===== src/rtl/adcpc_pkg.sv =====
// Package of constants, types and register map for the converter control block.
// Operation
// - Low pin register covers channels 0-7.
// - Middle pin register covers channels 8-15.
// - High pin register covers channels 16-23.
// - Bit one hands pin to analog input.
// - Selected pin output driver forced off.
// - Selected pin input buffer off, reads zero.
// - Selected pin pull-up forced off.
// - Disabled in reset or channel all ones.
// - Idle after completion is lowest power.
// - Raw result 12 bits, 9 in 8-bit.
// - Round to 10 or 8 bits.
// - Set complete flag, interrupt if enabled.
// - Compare only while compare enable set.
// - Four clock sources, bus clock after reset.
// - Bus clock halved source, up to 16.
// - Internal clock keeps running in wait, light stop.
// - Post-divider of 1, 2, 4 or 8.
// - Source codes: bus, half, alternate, internal.
// - Divide codes: 1, 2, 4, 8.
// - Resolution codes: 8, 12, 10, reserved.
package adcpc_pkg;

    localparam int ADCPC_ADDR_W = 8;
    localparam int ADCPC_NUM_CH = 24;

    localparam logic [7:0] ADCPC_OFF_CTRL = 8'h00;
    localparam logic [7:0] ADCPC_OFF_CFG = 8'h04;
    localparam logic [7:0] ADCPC_OFF_RES_HI = 8'h08;
    localparam logic [7:0] ADCPC_OFF_RES_LO = 8'h0C;
    localparam logic [7:0] ADCPC_OFF_CMP_HI = 8'h10;
    localparam logic [7:0] ADCPC_OFF_CMP_LO = 8'h14;
    localparam logic [7:0] ADCPC_OFF_PIN_LO = 8'h18;
    localparam logic [7:0] ADCPC_OFF_PIN_MID = 8'h1C;
    localparam logic [7:0] ADCPC_OFF_PIN_HI = 8'h20;

    localparam logic [4:0] ADCPC_CHAN_OFF = 5'h1F;
    localparam logic [7:0] ADCPC_PIN_RESET = 8'h00;
    localparam logic [3:0] ADCPC_SAMPLE_TICKS = 4'h4;
    localparam logic [3:0] ADCPC_MSB_WIDE = 4'hB;
    localparam logic [3:0] ADCPC_MSB_NARROW = 4'h8;

    typedef enum logic [1:0] {
        ADCPC_SRC_BUS = 2'h0,
        ADCPC_SRC_BUS_HALF = 2'h1,
        ADCPC_SRC_ALT = 2'h2,
        ADCPC_SRC_ASYNC = 2'h3
    } adcpc_src_type;

    typedef enum logic [1:0] {
        ADCPC_DIV_1 = 2'h0,
        ADCPC_DIV_2 = 2'h1,
        ADCPC_DIV_4 = 2'h2,
        ADCPC_DIV_8 = 2'h3
    } adcpc_div_type;

    typedef enum logic [1:0] {
        ADCPC_MODE_8 = 2'h0,
        ADCPC_MODE_12 = 2'h1,
        ADCPC_MODE_10 = 2'h2,
        ADCPC_MODE_RSVD = 2'h3
    } adcpc_mode_type;

    // Control word: bit 8 reads the complete flag, written bits 7..0.
    typedef struct packed {
        logic irq_en;
        logic cmp_en;
        logic cmp_ge;
        logic [4:0] chan;
    } adcpc_ctrl_type;

    typedef struct packed {
        logic low_power;
        adcpc_div_type div;
        logic long_sample;
        adcpc_mode_type mode;
        adcpc_src_type src;
    } adcpc_cfg_type;

    localparam adcpc_ctrl_type ADCPC_CTRL_RESET = '{1'b0, 1'b0, 1'b0, 5'h1F};
    localparam adcpc_cfg_type ADCPC_CFG_RESET =
        '{1'b0, ADCPC_DIV_1, 1'b0, ADCPC_MODE_8, ADCPC_SRC_BUS};

endpackage


===== src/rtl/adcpc_clkgen.sv =====
// Converter clock source selection and post-divider, as a tick enable.
`timescale 1ns/1ps
module adcpc_clkgen
    import adcpc_pkg::*;
(
    input wire logic mclk,
    input wire logic nrst,
    input wire adcpc_src_type src,
    input wire adcpc_div_type div,
    input wire logic run,
    input wire logic alt_tick,
    input wire logic osc_tick,
    output logic conv_tick
);

    logic half_reg;
    logic [2:0] cnt_reg;
    logic [2:0] cnt_next;
    logic src_tick;
    logic [2:0] div_mask;

    // Sources are reduced to one-cycle ticks so the whole block stays on mclk.
    assign src_tick = (src == ADCPC_SRC_BUS) ? 1'b1 :
                      (src == ADCPC_SRC_BUS_HALF) ? half_reg :
                      (src == ADCPC_SRC_ALT) ? alt_tick :
                      osc_tick;
    assign div_mask = (div == ADCPC_DIV_1) ? 3'h0 :
                      (div == ADCPC_DIV_2) ? 3'h1 :
                      (div == ADCPC_DIV_4) ? 3'h3 : 3'h7;
    assign conv_tick = run && src_tick && (cnt_reg == div_mask);
    assign cnt_next = !run ? 3'h0 :
                      !src_tick ? cnt_reg :
                      (cnt_reg == div_mask) ? 3'h0 : cnt_reg + 3'h1;

    always_ff @(posedge mclk or negedge nrst) begin
        if (!nrst) begin
            half_reg <= 1'b0;
            cnt_reg <= 3'h0;
        end else begin
            half_reg <= !half_reg;
            cnt_reg <= cnt_next;
        end
    end

endmodule


===== src/rtl/adcpc_result.sv =====
// Result rounding, compare and store decision.
`timescale 1ns/1ps
module adcpc_result
    import adcpc_pkg::*;
(
    input wire logic [11:0] raw,
    input wire adcpc_mode_type mode,
    input wire logic cmp_en,
    input wire logic cmp_ge,
    input wire logic [11:0] cmp_val,
    output logic store,
    output logic [11:0] value
);

    // Rounds half up and saturates so an all-ones raw code cannot wrap to zero.
    function automatic logic [11:0] adcpc_round(input logic [11:0] r, input logic [3:0] drop);
        logic [11:0] q;
        logic [11:0] top;
        q = r >> drop;
        top = 12'hFFF >> drop;
        adcpc_round = (q == top) ? top : q + {11'h000, r[drop - 4'h1]};
    endfunction

    logic [11:0] rounded;
    logic [11:0] cv;
    logic [11:0] diff;
    logic ge;
    logic met;

    // The nine-bit code is left aligned so that the saturation limit is eight bits wide.
    assign rounded = (mode == ADCPC_MODE_10) ? adcpc_round(raw, 4'h2) :
                     (mode == ADCPC_MODE_8) ? adcpc_round({raw[8:0], 3'h0}, 4'h4) :
                     raw;
    assign cv = (mode == ADCPC_MODE_10) ? {2'h0, cmp_val[9:0]} :
                (mode == ADCPC_MODE_8) ? {4'h0, cmp_val[7:0]} : cmp_val;
    assign ge = rounded >= cv;
    assign met = cmp_ge ? ge : !ge;
    assign diff = rounded - cv;
    assign store = !cmp_en || met;
    assign value = cmp_en ? (diff & (cv | rounded | 12'hFFF) & ((mode == ADCPC_MODE_8) ?
                   12'h0FF : (mode == ADCPC_MODE_10) ? 12'h3FF : 12'hFFF)) : rounded;

endmodule


===== src/rtl/adcpc_top.sv =====
// Converter control top: APB registers, pin takeover, sequencing and result store.
//
// The register addresses and the APB slave port were chosen for this implementation.
`timescale 1ns/1ps
module adcpc_top
    import adcpc_pkg::*;
(
    input wire logic mclk,
    input wire logic nrst,
    input wire logic psel,
    input wire logic penable,
    input wire logic pwrite,
    input wire logic [ADCPC_ADDR_W-1:0] paddr,
    input wire logic [31:0] pwdata,
    output logic [31:0] prdata,
    output logic pready,
    output logic pslverr,
    input wire logic [ADCPC_NUM_CH-1:0] port_drive_en,
    input wire logic [ADCPC_NUM_CH-1:0] port_pullup_en,
    input wire logic [ADCPC_NUM_CH-1:0] pad_in,
    output logic [ADCPC_NUM_CH-1:0] pad_oe_n,
    output logic [ADCPC_NUM_CH-1:0] pad_pullup_en,
    output logic [ADCPC_NUM_CH-1:0] pad_in_buf_en,
    output logic [ADCPC_NUM_CH-1:0] port_read_data,
    input wire logic alt_tick,
    input wire logic osc_tick,
    input wire logic wait_mode,
    input wire logic light_stop,
    input wire logic deep_stop,
    input wire logic sar_cmp_hi,
    output logic [11:0] sar_dac_code,
    output logic [4:0] sar_channel,
    output logic sar_sampling,
    output logic sar_powered,
    output logic sar_low_power,
    output logic osc_enable,
    output logic conv_irq
);

    typedef enum logic [1:0] {
        ADCPC_ST_IDLE,
        ADCPC_ST_SAMPLE,
        ADCPC_ST_APPROX
    } adcpc_state_type;

    adcpc_state_type state_reg;
    adcpc_state_type state_next;
    adcpc_ctrl_type ctrl_reg;
    adcpc_cfg_type cfg_reg;
    logic [7:0] pin_lo_reg;
    logic [7:0] pin_mid_reg;
    logic [7:0] pin_hi_reg;
    logic [11:0] cmp_reg;
    logic [11:0] res_reg;
    logic done_reg;
    logic [11:0] sar_reg;
    logic [11:0] sar_next;
    logic [3:0] bit_reg;
    logic [3:0] bit_next;
    logic [3:0] smp_reg;
    logic [3:0] smp_next;
    logic [31:0] prdata_reg;

    logic wr;
    logic rd;
    logic hit;
    logic wr_ctrl;
    logic wr_cfg;
    logic wr_cmp;
    logic rd_res_lo;
    logic [31:0] rd_mux;
    logic [ADCPC_NUM_CH-1:0] analog_sel;
    logic chan_on;
    logic start;
    logic abort;
    logic tick;
    logic run;
    logic [3:0] msb;
    logic [11:0] trial;
    logic last_bit;
    logic finish;
    logic store;
    logic [11:0] value;
    logic set_done;
    logic clr_done;

    // APB decode; the slave always answers in the first access cycle.
    assign wr = psel && penable && pwrite;
    assign rd = psel && penable && !pwrite;
    assign hit = (paddr == ADCPC_OFF_CTRL) || (paddr == ADCPC_OFF_CFG) ||
                 (paddr == ADCPC_OFF_RES_HI) || (paddr == ADCPC_OFF_RES_LO) ||
                 (paddr == ADCPC_OFF_CMP_HI) || (paddr == ADCPC_OFF_CMP_LO) ||
                 (paddr == ADCPC_OFF_PIN_LO) || (paddr == ADCPC_OFF_PIN_MID) ||
                 (paddr == ADCPC_OFF_PIN_HI);
    assign pready = 1'b1;
    assign pslverr = psel && penable && !hit;
    assign prdata = prdata_reg;
    assign wr_ctrl = wr && (paddr == ADCPC_OFF_CTRL);
    assign wr_cfg = wr && (paddr == ADCPC_OFF_CFG);
    assign wr_cmp = wr && ((paddr == ADCPC_OFF_CMP_HI) || (paddr == ADCPC_OFF_CMP_LO));
    assign rd_res_lo = rd && (paddr == ADCPC_OFF_RES_LO);

    assign rd_mux = (paddr == ADCPC_OFF_CTRL) ? {23'h00_0000, done_reg, ctrl_reg} :
                    (paddr == ADCPC_OFF_CFG) ? {24'h00_0000, cfg_reg} :
                    (paddr == ADCPC_OFF_RES_HI) ? {28'h000_0000, res_reg[11:8]} :
                    (paddr == ADCPC_OFF_RES_LO) ? {24'h00_0000, res_reg[7:0]} :
                    (paddr == ADCPC_OFF_CMP_HI) ? {28'h000_0000, cmp_reg[11:8]} :
                    (paddr == ADCPC_OFF_CMP_LO) ? {24'h00_0000, cmp_reg[7:0]} :
                    (paddr == ADCPC_OFF_PIN_LO) ? {24'h00_0000, pin_lo_reg} :
                    (paddr == ADCPC_OFF_PIN_MID) ? {24'h00_0000, pin_mid_reg} :
                    (paddr == ADCPC_OFF_PIN_HI) ? {24'h00_0000, pin_hi_reg} :
                    32'h0000_0000;

    // Pin takeover is purely combinational so the pad follows the register bit at once.
    assign analog_sel = {pin_hi_reg, pin_mid_reg, pin_lo_reg};
    assign pad_oe_n = ~(port_drive_en & ~analog_sel);
    assign pad_in_buf_en = ~analog_sel;
    assign port_read_data = pad_in & ~analog_sel;
    assign pad_pullup_en = port_pullup_en & ~analog_sel;

    // Sequencing: channel-on control write restarts; channel-off, config or compare write, deep stop, or wait or light stop off the internal clock aborts.
    assign chan_on = (pwdata[4:0] != ADCPC_CHAN_OFF);
    assign start = wr_ctrl && chan_on;
    assign abort = (wr_ctrl && !chan_on) || wr_cfg || wr_cmp ||
                   (deep_stop && (cfg_reg.src == ADCPC_SRC_ASYNC)) ||
                   ((wait_mode || light_stop || deep_stop) && (cfg_reg.src != ADCPC_SRC_ASYNC));
    assign run = (state_reg != ADCPC_ST_IDLE);
    assign msb = (cfg_reg.mode == ADCPC_MODE_8) ? ADCPC_MSB_NARROW : ADCPC_MSB_WIDE;
    assign trial = sar_reg | (12'h001 << bit_reg);
    assign last_bit = (bit_reg == 4'h0);
    assign finish = (state_reg == ADCPC_ST_APPROX) && tick && last_bit;

    always_comb begin
        state_next = state_reg;
        sar_next = sar_reg;
        bit_next = bit_reg;
        smp_next = smp_reg;
        unique case (state_reg)
            ADCPC_ST_IDLE: begin
            end
            ADCPC_ST_SAMPLE: begin
                if (tick) begin
                    smp_next = smp_reg + 4'h1;
                    if (smp_reg == ADCPC_SAMPLE_TICKS - 4'h1) begin
                        state_next = ADCPC_ST_APPROX;
                    end
                end
            end
            ADCPC_ST_APPROX: begin
                if (tick) begin
                    sar_next = sar_cmp_hi ? trial : sar_reg;
                    bit_next = bit_reg - 4'h1;
                    if (last_bit) begin
                        state_next = ADCPC_ST_IDLE;
                    end
                end
            end
            default: begin
                state_next = ADCPC_ST_IDLE;
            end
        endcase
        if (abort) begin
            state_next = ADCPC_ST_IDLE;
        end
        if (start) begin
            state_next = ADCPC_ST_SAMPLE;
            sar_next = 12'h000;
            bit_next = msb;
            smp_next = 4'h0;
        end
    end

    adcpc_clkgen u_clkgen (
        .mclk(mclk),
        .nrst(nrst),
        .src(cfg_reg.src),
        .div(cfg_reg.div),
        .run(run),
        .alt_tick(alt_tick),
        .osc_tick(osc_tick),
        .conv_tick(tick)
    );

    adcpc_result u_result (
        .raw(sar_cmp_hi ? trial : sar_reg),
        .mode(cfg_reg.mode),
        .cmp_en(ctrl_reg.cmp_en),
        .cmp_ge(ctrl_reg.cmp_ge),
        .cmp_val(cmp_reg),
        .store(store),
        .value(value)
    );

    // The flag is set only when a result is actually stored; a set beats a clear.
    assign set_done = finish && store;
    assign clr_done = wr_ctrl || rd_res_lo;

    // The internal oscillator runs only while converting, and wait or light stop do not stop it.
    assign osc_enable = run && (cfg_reg.src == ADCPC_SRC_ASYNC);
    assign sar_powered = run;
    assign sar_sampling = (state_reg == ADCPC_ST_SAMPLE);
    assign sar_dac_code = trial;
    assign sar_channel = ctrl_reg.chan;
    assign sar_low_power = cfg_reg.low_power;
    assign conv_irq = done_reg && ctrl_reg.irq_en;

    always_ff @(posedge mclk or negedge nrst) begin
        if (!nrst) begin
            ctrl_reg <= ADCPC_CTRL_RESET;
            cfg_reg <= ADCPC_CFG_RESET;
        end else if (wr_ctrl) begin
            ctrl_reg <= adcpc_ctrl_type'(pwdata[7:0]);
        end else if (wr_cfg) begin
            cfg_reg <= adcpc_cfg_type'(pwdata[7:0]);
        end
    end

    always_ff @(posedge mclk or negedge nrst) begin
        if (!nrst) begin
            pin_lo_reg <= ADCPC_PIN_RESET;
            pin_mid_reg <= ADCPC_PIN_RESET;
            pin_hi_reg <= ADCPC_PIN_RESET;
        end else if (wr) begin
            pin_lo_reg <= (paddr == ADCPC_OFF_PIN_LO) ? pwdata[7:0] : pin_lo_reg;
            pin_mid_reg <= (paddr == ADCPC_OFF_PIN_MID) ? pwdata[7:0] : pin_mid_reg;
            pin_hi_reg <= (paddr == ADCPC_OFF_PIN_HI) ? pwdata[7:0] : pin_hi_reg;
        end
    end

    always_ff @(posedge mclk or negedge nrst) begin
        if (!nrst) begin
            cmp_reg <= 12'h000;
        end else if (wr && (paddr == ADCPC_OFF_CMP_HI)) begin
            cmp_reg <= {pwdata[3:0], cmp_reg[7:0]};
        end else if (wr && (paddr == ADCPC_OFF_CMP_LO)) begin
            cmp_reg <= {cmp_reg[11:8], pwdata[7:0]};
        end
    end

    always_ff @(posedge mclk or negedge nrst) begin
        if (!nrst) begin
            res_reg <= 12'h000;
            done_reg <= 1'b0;
            prdata_reg <= 32'h0000_0000;
        end else begin
            res_reg <= set_done ? value : res_reg;
            done_reg <= set_done || (done_reg && !clr_done);
            prdata_reg <= (psel && !penable && !pwrite) ? rd_mux : prdata_reg;
        end
    end

    always_ff @(posedge mclk or negedge nrst) begin
        if (!nrst) begin
            state_reg <= ADCPC_ST_IDLE;
            sar_reg <= 12'h000;
            bit_reg <= 4'h0;
            smp_reg <= 4'h0;
        end else begin
            state_reg <= state_next;
            sar_reg <= sar_next;
            bit_reg <= bit_next;
            smp_reg <= smp_next;
        end
    end

endmodule


===== config.mk =====
export PLATFORM = sky130hd
export DESIGN_NAME = adcpc_top
export DESIGN_NICKNAME = d
export VERILOG_FILES = /design/src/rtl/adcpc_pkg.sv /design/src/rtl/adcpc_clkgen.sv /design/src/rtl/adcpc_result.sv /design/src/rtl/adcpc_top.sv
export SDC_FILE = /design/constraint.sdc
export NUM_CORES = 1
export LEC_CHECK = 0
export BUFFER_PORTS_ARGS = -buffer_cell sky130_fd_sc_hd__buf_2
export CAP_MARGIN = 30
export CORE_ASPECT_RATIO = 0.6
export CORE_UTILIZATION = 45
export CTS_CLUSTER_DIAMETER = 50
export DETAILED_ROUTE_END_ITERATION = 8
export GPL_TIMING_DRIVEN = 0
export PLACE_DENSITY = 0.8
export SYNTH_ARGS = -nofsm -noshare
export SYNTH_HDL_FRONTEND = slang
export SYNTH_SLANG_ARGS = --single-unit

===== constraint.sdc =====
create_clock -name mclk -period 4.4 [get_ports mclk]
set_input_delay 0.44 -clock mclk [delete_from_list [all_inputs] [get_ports mclk]]
set_output_delay 0.44 -clock mclk [all_outputs]
set_load 0.1 [all_outputs]

Yosys cells after proc, flatten, opt, wreduce, memory -nomap -nowiden
Index checks and enable logic that the tools add are counted.

Output and inout bits: 152. Input port bits: 123. Flip-flop bits (word level): 123. Logic and storage cells: 184.

Reductions and logical operators: 68. Add/sub/neg operators: 6. Magnitude comparators: 1. Equality and inequality tests: 28. Multiplexer cells: 48. Shift-type cells: 1. Bitwise logic cells: 9.

Operators by type and width (number): 12-bit 2-to-1 mux (14); 24-bit bitwise AND (3); 8-bit 2-to-1 mux (9); 24-bit NOT (2); 8-bit by 5-bit == test with 1-bit output (second input constant) (4); 1-bit logical AND (24); 4-bit 2-to-1 mux (6); 1-bit logical OR (18); 3-bit 2-to-1 mux (6); 8-bit by 4-bit == test with 1-bit output (second input constant) (2); 2-bit 2-to-1 mux (7); 2-bit AND reduction (7); 12-bit bitwise AND (1); 12-bit greater-or-equal comparator (1); 12-bit OR (1); 1-bit by 4-bit << shifter with 12-bit output (first input constant) (1); 12-bit subtractor (1); 10-bit by 1-bit adder with 11-bit output (1); 10-bit == test (second input constant) (1); 2-bit == test (second input constant) (5); 8-bit by 1-bit adder with 9-bit output (1); 9-bit 2-to-1 mux (1); 8-bit by 3-bit == test with 1-bit output (second input constant) (1); 8-bit by 6-bit == test with 1-bit output (second input constant) (1); other kinds (22) (43).

Depth between registers and ports, before layout
Gate-level depths: netlist (run 1).

Depth in word-level cells: 13. Depth in mapped cells: 21. Depth with buffers taken out: 20.

Hierarchy
From an unflattened synthesis (run 1), not the netlist that was laid out.

Cell total of the unflattened synthesis: 821. Area total of the unflattened synthesis: 7470.9 sq um.

Modules (own cells, without submodules): adcpc_top (area each 5665.4 sq um, seq. area each 2408.6 sq um, cells an instance 575, times used 1); adcpc_result (area each 1514.0 sq um, seq. area each 0.0 sq um, cells an instance 216, times used 1); adcpc_clkgen (area each 291.5 sq um, seq. area each 100.1 sq um, cells an instance 30, times used 1).

Worst setup path after synthesis (run 1)
No wires, ideal clock.

Path kind: register to register. From: register bit_reg[0]. To: register res_reg[10]. Cell stages (with the launch flop): 22. Clock period less this slack: 4.032 ns. Path slack: 0.368 ns. Path buffers: 1. Data required time: 4.281 ns. Library setup time: 0.119 ns. Arrival: 3.913 ns. Cells stage by stage: dfrtp_1 -> inv_1 -> ha_1 -> nand4bb_1 -> and2_1 -> inv_1 -> ha_1 -> a21boi_2 -> a41o_1 -> o22a_1 -> o21ai_2 -> ha_1 -> inv_1 -> fa_1 -> a21oi_1 -> o211ai_1 -> a32oi_1 -> a211oi_1 -> nor3_4 -> buf_4 -> o221ai_1 -> o21a_1.

Word-level cells in the longest chain between the ends: 12. Elaborated cells between the ends (all ways): 21. Classes of those cells: add/sub (3); order compare (1); eq/ne (2); shift (1); mux (7); bitwise (2); reduce/logical (5).

Ends and longest elaborated chain: start, declared (RTL line adcpc_top.sv:58) `logic [3:0] bit_reg;`; start signal, assigned (RTL line adcpc_top.sv:261) `bit_reg <= bit_next;`; 1-bit by 4-bit << shifter with 12-bit output (RTL line adcpc_top.sv:129) `assign trial = sar_reg | (12'h001 << bit_reg);`; 12-bit OR (RTL line adcpc_top.sv:129); 12-bit 2-to-1 mux (RTL line adcpc_top.sv:185) `.raw(sar_cmp_hi ? trial : sar_reg),`; 8-bit by 1-bit adder with 9-bit output or 8-bit == test (tied branches) (RTL line adcpc_result.sv:21) `adcpc_round = (q == top) ? top : q + {11'h000, r[drop - 4'h1]};`; 12-bit 2-to-1 mux (RTL line adcpc_result.sv:21); 12-bit 2-to-1 mux (RTL line adcpc_result.sv:32) `(mode == ADCPC_MODE_8) ? adcpc_round({raw[8:0], 3'h0}, 4'h4) :`; 12-bit 2-to-1 mux (RTL line adcpc_result.sv:31) `assign rounded = (mode == ADCPC_MODE_10) ? adcpc_round(raw, 4'h2) :`; 12-bit greater-or-equal comparator (RTL line adcpc_result.sv:36) `assign ge = rounded >= cv;`; 1-bit zero test (RTL line adcpc_result.sv:37) `assign met = cmp_ge ? ge : !ge;`; 1-bit 2-to-1 mux (RTL line adcpc_result.sv:37); 1-bit logical OR (RTL line adcpc_result.sv:39) `assign store = !cmp_en || met;`; 1-bit logical AND (RTL line adcpc_top.sv:195) `assign set_done = finish && store;`; end signal, assigned (RTL line adcpc_top.sv:246) `res_reg <= set_done ? value : res_reg;`; end, declared (RTL line adcpc_top.sv:54) `logic [11:0] res_reg;`.

Parallel ways exist; a longest one is shown, timed or not. A chain may end at the register's enable or synchronous reset.

Final worst setup path (run 1)
From: register bit_reg[2]. To: register res_reg[1].

Same word-level chain as after synthesis.

==> results of run 1 <==
-- cell families after synthesis --
| family | count (synthesis) |
|---|---|
| simple gates | 348 |
| compound gates | 151 |
| buf+inv | 120 |
| flops | 100 |
| mux | 67 |
| fa+ha+maj | 24 |
| xor+xnor | 21 |
| other cells | 2 |
-- where the power goes --
part	leakage [nW]	internal, W	switching (W)	total [W]
combinational	3.13	0.000159	0.000576	0.000735
clock	0.151	0.000408	0.000416	0.000824
sequential	1.34	0.000928	0.0000120	0.000940
total	4.62	0.00149	0.00100	0.00250
-- repair_timing --
action	in CTS	in global routing
gates resized for setup	17	38
cloned	1	0
setup endpoints to repair	13	13
hold buffers	0	0
pin swaps	2	18
setup buffers	7	11
-- worst reg2reg max path, cell delays in order, from the launching register on --
cell	delay, ns
dfrtp_2	0.45
buf_4	0.19
nor2_4	0.15
and2_4	0.20
a21o_1	0.18
ha_4	0.18
ha_2	0.22
o21ai_1	0.11
or3_1	0.33
a21oi_1	0.24
nor2_1	0.10
ha_1	0.38
a21oi_2	0.16
o211ai_1	0.14
a32oi_2	0.32
and3_4	0.25
nor3_4	0.04
buf_4	0.17
buf_6	0.14
buf_4	0.12
nor2_1	0.09
a21oi_1	0.05
-- synth_stat cells, drive strengths merged, types with 3 or more instances --
master  instances
o211ai          4
nand4          10
or2             5
o21a            3
ha             23
a21o            7
a221oi          3
nor2b          59
mux2           56
nor2           61
or3             6
o22ai           9
o31ai           3
a21boi          3
and2           12
inv            60
and3            9
clkbuf         21
a222oi          6
xnor2          16
a31oi           8
buf            39
nand2b          6
a31o            5
nand4b          7
nor3b           4
o32ai           3
dfstp           5
a21oi          30
nand3          19
dfrtp          95
nor3           24
xor2            5
a211oi          6
o21ai          41
nand2         118
mux2i          11
-- cell type report --
| type | count | area, sq um |
|---|---|---|
| clock inverter | 7 | 86.33 |
| multi-input combinational | 635 | 4352 |
| buffer | 59 | 366.6 |
| antenna | 2 | 5.005 |
| timing repair buffer | 244 | 1291 |
| sequential | 100 | 2511 |
| fill | 1340 | 6096 |
| clock buffer | 9 | 225.2 |
| tap | 203 | 254.0 |
| inverter | 60 | 227.7 |
-- metal layers --
layer / up-vias / share of wire
met5: - / 0
met4: 0 / 0.020
met3: 49 / 0.12
met2: 452 / 0.42
met1: 3520 / 0.44
li1: 3398 / -
-- cell usage in the layout (no fill, tap or decap), types with 5 or more instances in the layout --
master,synthesis,final
xor2_1,5,5
clkbuf_1,20,19
nand2b_1,6,6
nor3_1,22,21
and2_1,11,9
nand4b_1,6,6
mux2i_1,11,11
and3_1,8,7
xnor2_1,16,16
buf_4,32,51
o21ai_1,5,7
conb_1,2,24
a211oi_1,6,5
ha_4,0,7
a31oi_1,8,8
o22ai_1,9,8
or3_1,6,6
buf_2,3,226
nor2b_1,59,59
nand3_1,18,18
clkbuf_16,0,9
a21o_1,7,7
ha_1,23,12
o21ai_0,35,33
mux2_2,56,56
dfstp_2,5,5
nand2_1,118,118
nor2_1,61,59
nand4_1,10,10
a222oi_1,6,6
a21oi_1,29,26
inv_1,60,57
dfrtp_1,95,93
-- metrics by stage --
stage | TNS (ns) | hold slack [ns] | std cells | power [W]
3_3_place_gp | -3.523 | 0.4078 | 1282 | 0.001653
5_1_grt | -0.7878 | 0.1585 | 1319 | 0.002565
6_report | 0 | 0.1077 | 1319 | 0.002499
3_5_place_dp | -4.035 | 0.4134 | 1283 | 0.001662
4_1_cts | 0 | 0.1298 | 1306 | 0.002487
2_1_floorplan | 0 | 0.1444 | 855 | 0.001542
-- final timing paths --
check	end	slack, ns	cells past startpoint
worst max register to register	res_reg[1]	0.09	21
min in group mclk	ctrl_reg[5]	0.37	3
max in group asynchronous	sar_channel[4]	3.58	2
worst max-delay path	res_reg[1]	0.09	21
worst min-delay path	sar_reg[9]	0.11	1
worst min register to register	u_clkgen.half_reg	0.42	1
==> reports/results.txt, run 1 <==
The run finished with clean final reports. In this run the remaining antenna-violating nets after routing total 0. The biggest area contributor in the post-synthesis netlist is dfrtp_1. The fraction of synthesized area in multiplexers was 0.1039; the slew of the pin with the lowest slew margin was 0.8939 ns.

The kind of critical path was register to register. The number of different library cells used by synthesis comes to 76. Setup violations remaining at the end of the flow were counted as 0. Entering global routing, the biggest net connects 53 pins. Across the VDD grid, the largest voltage drop is 0.0001727 V. Setup repair after global routing could not meet its margin everywhere.

Clock-pin slew was measured on the worst setup and hold paths at 0.08 ns. The final routed wirelength across all metal layers was 23,780 um. The xor and xnor fraction of the mapped netlist area works out to 0.02581. The met3 track demand over resource was 0.08799.

The startpoint of the worst register-to-register path is bit_reg[2]. The remaining design rule violation count was 0. Post-route minimum period: 4.313 ns. In the final design database the tool counted 1,256 nets. Cell at the slowest stage of the critical path: dfrtp_2. In the final routed layout, each cell accounts on average for 18.03 um.

TritonCTS built the clock tree. The data arrival time of the critical path came out at 4.55 ns. The logs give 35,140 um for the first-pass GRT wire length and 0.01398 ns for the final worst clock skew.

The total number of placement rows is 35. Among the stages of the critical path, the cell type that occurs most often is buf_4. I/O pin count: 275. After synthesis, the largest family of logic cells by area is simple AND/OR/NAND/NOR gates.

The global routing usage on met1 was 0.4206; the worst-case setup margin in the final layout was 0.08722 ns. The finished layout cell area came out at 0.009319 sq mm. The area added between synthesis and finish is 30.76%, and the total number of yosys warnings is 0. During placement, the flow inserted port buffers numbering 224.

In this design, the largest share of critical-path delay is due to compound AO/OA/AOI/OAI gates. Along the worst path, the maximum fanout reaches 10. Share of synthesized cell area in full adder, half adder and majority cells: 0.04319. The clock tree synthesis step divided the H-tree into 3 levels. Summing over every cut layer, the via total after detailed routing is 7,419. Path class of the lowest-slack min-delay path: primary input to async pin. Register area share after synthesis: 0.3520. The number of global-route vias before repair was 6,588. Sorting the synthesized cells by area gives the leading types as dfrtp_1, mux2_2, nand2_1.

The first detailed-routing pass took 8 iterations. The number of clock buffers added by TritonCTS is 9. The relative slew slack is 0.4008, and the setup slack at placement is -0.4097 ns. Synthesis produced a netlist whose cell count is 833. The top-area cell type share of the netlist area was 0.3336; the violation count after the first detailed-routing iteration was 792.

The layout cell share with drive strength beyond 1 works out to 0.3698. Summed over all layers, the global routing overflow is 0. The power density relative to cell area came out at 268.2 mW/mm^2. The per-cell via count in the routed design is 5.625.

The overall die width works out to 164.5 um. Prevailing post-synth register cell: dfrtp_1. Portion of the clock cycle consumed by the worst path in the final layout: 0.9802.

The tools report the fraction of the core area covered by cells at the end of the flow as 0.6045. CTS placed an instance of clkbuf_16 at the clock tree root. Detailed placement finished with a half-perimeter wire length of 18,220 um. The area enclosed by the die boundary was 0.01636 sq mm; the final max-slew violation count was 0.

Measured along the y axis, the die boundary spans 99.48 um. The clock passes through at most 2 buffers. Total global routing track utilization: 0.2819. The combined area of all synthesized cells is 0.007127 sq mm. The maximum single-stage delay on the critical path is 0.45 ns, and the effective utilization at floorplan is 0.4623. For this run, the top clock speed supported by timing is 231.9 MHz. The run gives 0.3921 as the global-route track usage on met2.

The critical path launch point type was a register. The post-synthesis compound-gate area fraction works out to 0.1457. Post-synthesis simple-gate area fraction: 0.2461. The logs give 0.008615 sq mm for the post-detailed-placement cell area and 4.624 nW for the leakage component of the power. The post-synthesis async set-or-reset flop share is 1.000, and the clock insertion delay at the later pin of the skew report is 0.36 ns. The congestion estimate from routability-driven global placement came to 0.9788. The number of synthesized flops with an enable pin is 0. The critical path buffer and inverter count is 4, and the required time reported for the critical path endpoint is 4.64 ns. The critical path starts at bit_reg[2].

The total area inside the core boundary comes to 0.01541 sq mm. The routing layer with the top usage in global route is met1. Max-cap violations in this run came to 0.

The number of hold violations in the final report came out at 0. The critical path capture point type is a register. The average cell area after synthesis is 8.556 sq um, and the clock sink count is 100. The number of register bits inferred by synthesis came out at 100. The critical path goes through buf_4 > nor2_4 > and2_4 > a21o_1 > ha_4 > ha_2 > o21ai_1 > or3_1 > a21oi_1 > nor2_1 > ha_1 > a21oi_2 > o211ai_1 > a32oi_2 > and3_4 > nor3_4 > buf_4 > buf_6 > buf_4 > nor2_1 > a21oi_1. The number of antenna violations at the first check in global routing came out at 2.
No activity file was read; power rests on OpenSTA's default activity.
==> inputs of run 2 (changes only) <==
CELL_PAD_IN_SITES_DETAIL_PLACEMENT = 0   (was default)
CELL_PAD_IN_SITES_GLOBAL_PLACEMENT = 2   (was default)
CORE_UTILIZATION = 25   (was 45)
RECOVER_POWER = 100   (was default)
==> reports/results.txt, run 2 (synthesis gave the netlist of run 1 again) <==
The most frequent standard cell in the layout excluding fill and tap cells is clkbuf_1. The top fanout value on the critical path was 7. Setup repair after global routing could not meet its margin everywhere. The top cell types in the final layout, fill and taps aside, are clkbuf_1, nand2_1, buf_2. The number of max-cap violations is 2, and the largest net degree at the start of global routing is 57. The floorplan has 47 rows. The number of buffers inserted by hold repair at cts was 0; the number of nets in the layout was 1,261. The checks that failed: DRC, capacitance limit, slew limit.

For the worst setup path, the data required time is 4.71 ns. The tools report the layout filler cell count as 2,986. The sum of overflow across all layers after global routing came out at 0. The y dimension of the die was 132.8 um. Path class of the lowest-slack min-delay path: primary input to register.

Counting every sink on the clock net gives 100. At the pin with the least slew margin, the transition time is 2.592 ns. The number of setup violations in the final report is 0. The count of nets left with antenna violations after detail routing is 0, and the clock slew seen by the registers of the worst setup and hold paths is 0.08 ns.

The final max-slew violation count came out at 55. The peak clock frequency supported by timing is 231.4 MHz, and the overall die width is 220.0 um. Peak ir drop on the vdd network: 0.0001470 V. The critical path is of the register to register type. The run gives 2 as the maximum clock insertion buffer count.

Per-cell via count in the routed design: 4.722. Subtracting the final worst setup slack from the clock period gives 4.321 ns. The pre-antenna-repair detailed-routing pass consisted of 7 iterations. Summing all multi-input logic gate instances after layout gives 0.004385 sq mm. The count of port buffers added during placement came out at 224. The layout cell share with drive strength beyond 1 was 0.2618; the relative slew slack was -0.7280. Across all hold checks on the routed design, the worst slack comes to 0.3386 ns. The portion of the clock cycle consumed by the worst path in the final layout works out to 0.9821.

Counting the buffers created by CTS gives 9. The fraction of the core area covered by cells at the end of the flow was 0.3389; the number of H-tree levels was 3. Power spread over the standard cell area amounts to 265.8 mW/mm^2. TritonCTS built the clock tree. Data arrival time of the critical path: 4.63 ns.

Compared with the post-synthesis result, the final layout area differs by 32.29%. During I/O placement, the number of pins put on the boundary was 275. Summed over all layers, the routed wires come to 26,310 um. The run gives 2 as the number of antenna violations at the first check in global routing. Number of hold violations in the final report: 0.

For the detailed placer's ending HPWL, the log shows 20,870 um. The run finished, with violations left. The tools report the effective utilization at floorplan as 0.2562. The logs give 8 for the remaining design rule violation count and 39,500 um for the first-pass GRT wire length. The logs give 6,516 for the number of global-route vias before repair and 0.38 ns for the clock insertion delay at the later pin of the skew report.

The total global routing track utilization was 0.1799. STA classifies the critical path endpoint as a register. The per-cell routed wire length was 17.69 um; the leakage component of the power was 4.262 nW.

CTS placed an instance of clkbuf_16 at the clock tree root. The logs give 0.8920 for the routability congestion estimate and 7,021 for the via count. Across the whole layout, storage elements account for 0.002512 sq mm. The tools report the final worst clock skew as 0.009976 ns. The tools report the critical path launch point type as a register. In this run, the number of DRC markers left after iteration 0 of detailed routing was 524. Floorplan core area: 0.02782 sq mm.

The floorplan step defined a die boundary enclosing 0.02921 sq mm.
==> run 2: timing repair <==
action | 4_1_cts | 5_1_grt
endpoints found under the setup margin | 13 | 13
pin swaps | 7 | 13
cloned | 0 | 1
buffers inserted | 11 | 12
resized for setup | 30 | 42
==> run 2: final cells by class <==
class,count,share of cell area
clock buffers,9,0.02389
plain buffers,59,0.03902
well taps,367,0.04871
multi-input cells,635,0.4652
diodes,1,0.0002654
clock inverters,7,0.008892
repair buffers,249,0.1232
inverters,60,0.02442
flip-flops and latches,100,0.2665
==> run 2: final timing paths <==
check / start / endpoint / slack, ns / depth (start not counted)
worst max-delay path: bit_reg[0] / res_reg[11] / 0.08 / 21
worst min-delay path: pwdata[5] / ctrl_reg[5] / 0.34 / 3
worst max register to register: bit_reg[0] / res_reg[11] / 0.08 / 21
worst min register to register: u_clkgen.half_reg / u_clkgen.half_reg / 0.44 / 1
max in group asynchronous: nrst / prdata[5] / 0.97 / 2
min in group asynchronous: nrst / bit_reg[1] / 0.87 / 1
==> run 2: layer usage <==
| layer | routed length, um | GRT usage |
|---|---|---|
| met1 | 13410 | 0.2803 |
| met2 | 10480 | 0.2343 |
| met3 | 2262 | 0.06069 |
| met4 | 159 | 0.03065 |
| met5 | 0 | 0 |
==> run 2: worst max-delay path: stages (launching register included) <==
cell and delay (ns):
dfrtp_2 0.45, buf_4 0.15, ha_4 0.19, a41oi_4 0.28, inv_2 0.09, ha_2 0.20
a21boi_4 0.15, a41o_4 0.28, o22a_1 0.18, o21ai_2 0.08, ha_2 0.21, inv_2 0.04
fa_2 0.42, a21oi_4 0.15, o211ai_1 0.17, a32oi_2 0.28, a211oi_2 0.12, nor3_4 0.27
buf_6 0.21, buf_4 0.14, nand4_1 0.09, o21ai_1 0.09
==> run 2: power by group <==
part	switching (W)	internal (W)
sequential	0.0000123	0.000928
combinational	0.000573	0.000145
clock	0.000436	0.000412
==> run 2: stage by stage <==
step | std cells | worst slack, ns | area [sq um] | setup TNS, ns | power, W
2_1_floorplan | 855 | 0.3681 | 7209 | 0 | 0.001542
3_3_place_gp | 1446 | -0.6741 | 8790 | -6.557 | 0.001664
3_5_place_dp | 1447 | -0.6879 | 8820 | -6.905 | 0.001667
4_1_cts | 1473 | 0.002395 | 9334 | 0 | 0.002534
5_1_grt | 1486 | -0.09275 | 9425 | -0.8339 | 0.002605
6_report | 1487 | 0.07877 | 9428 | 0 | 0.002506
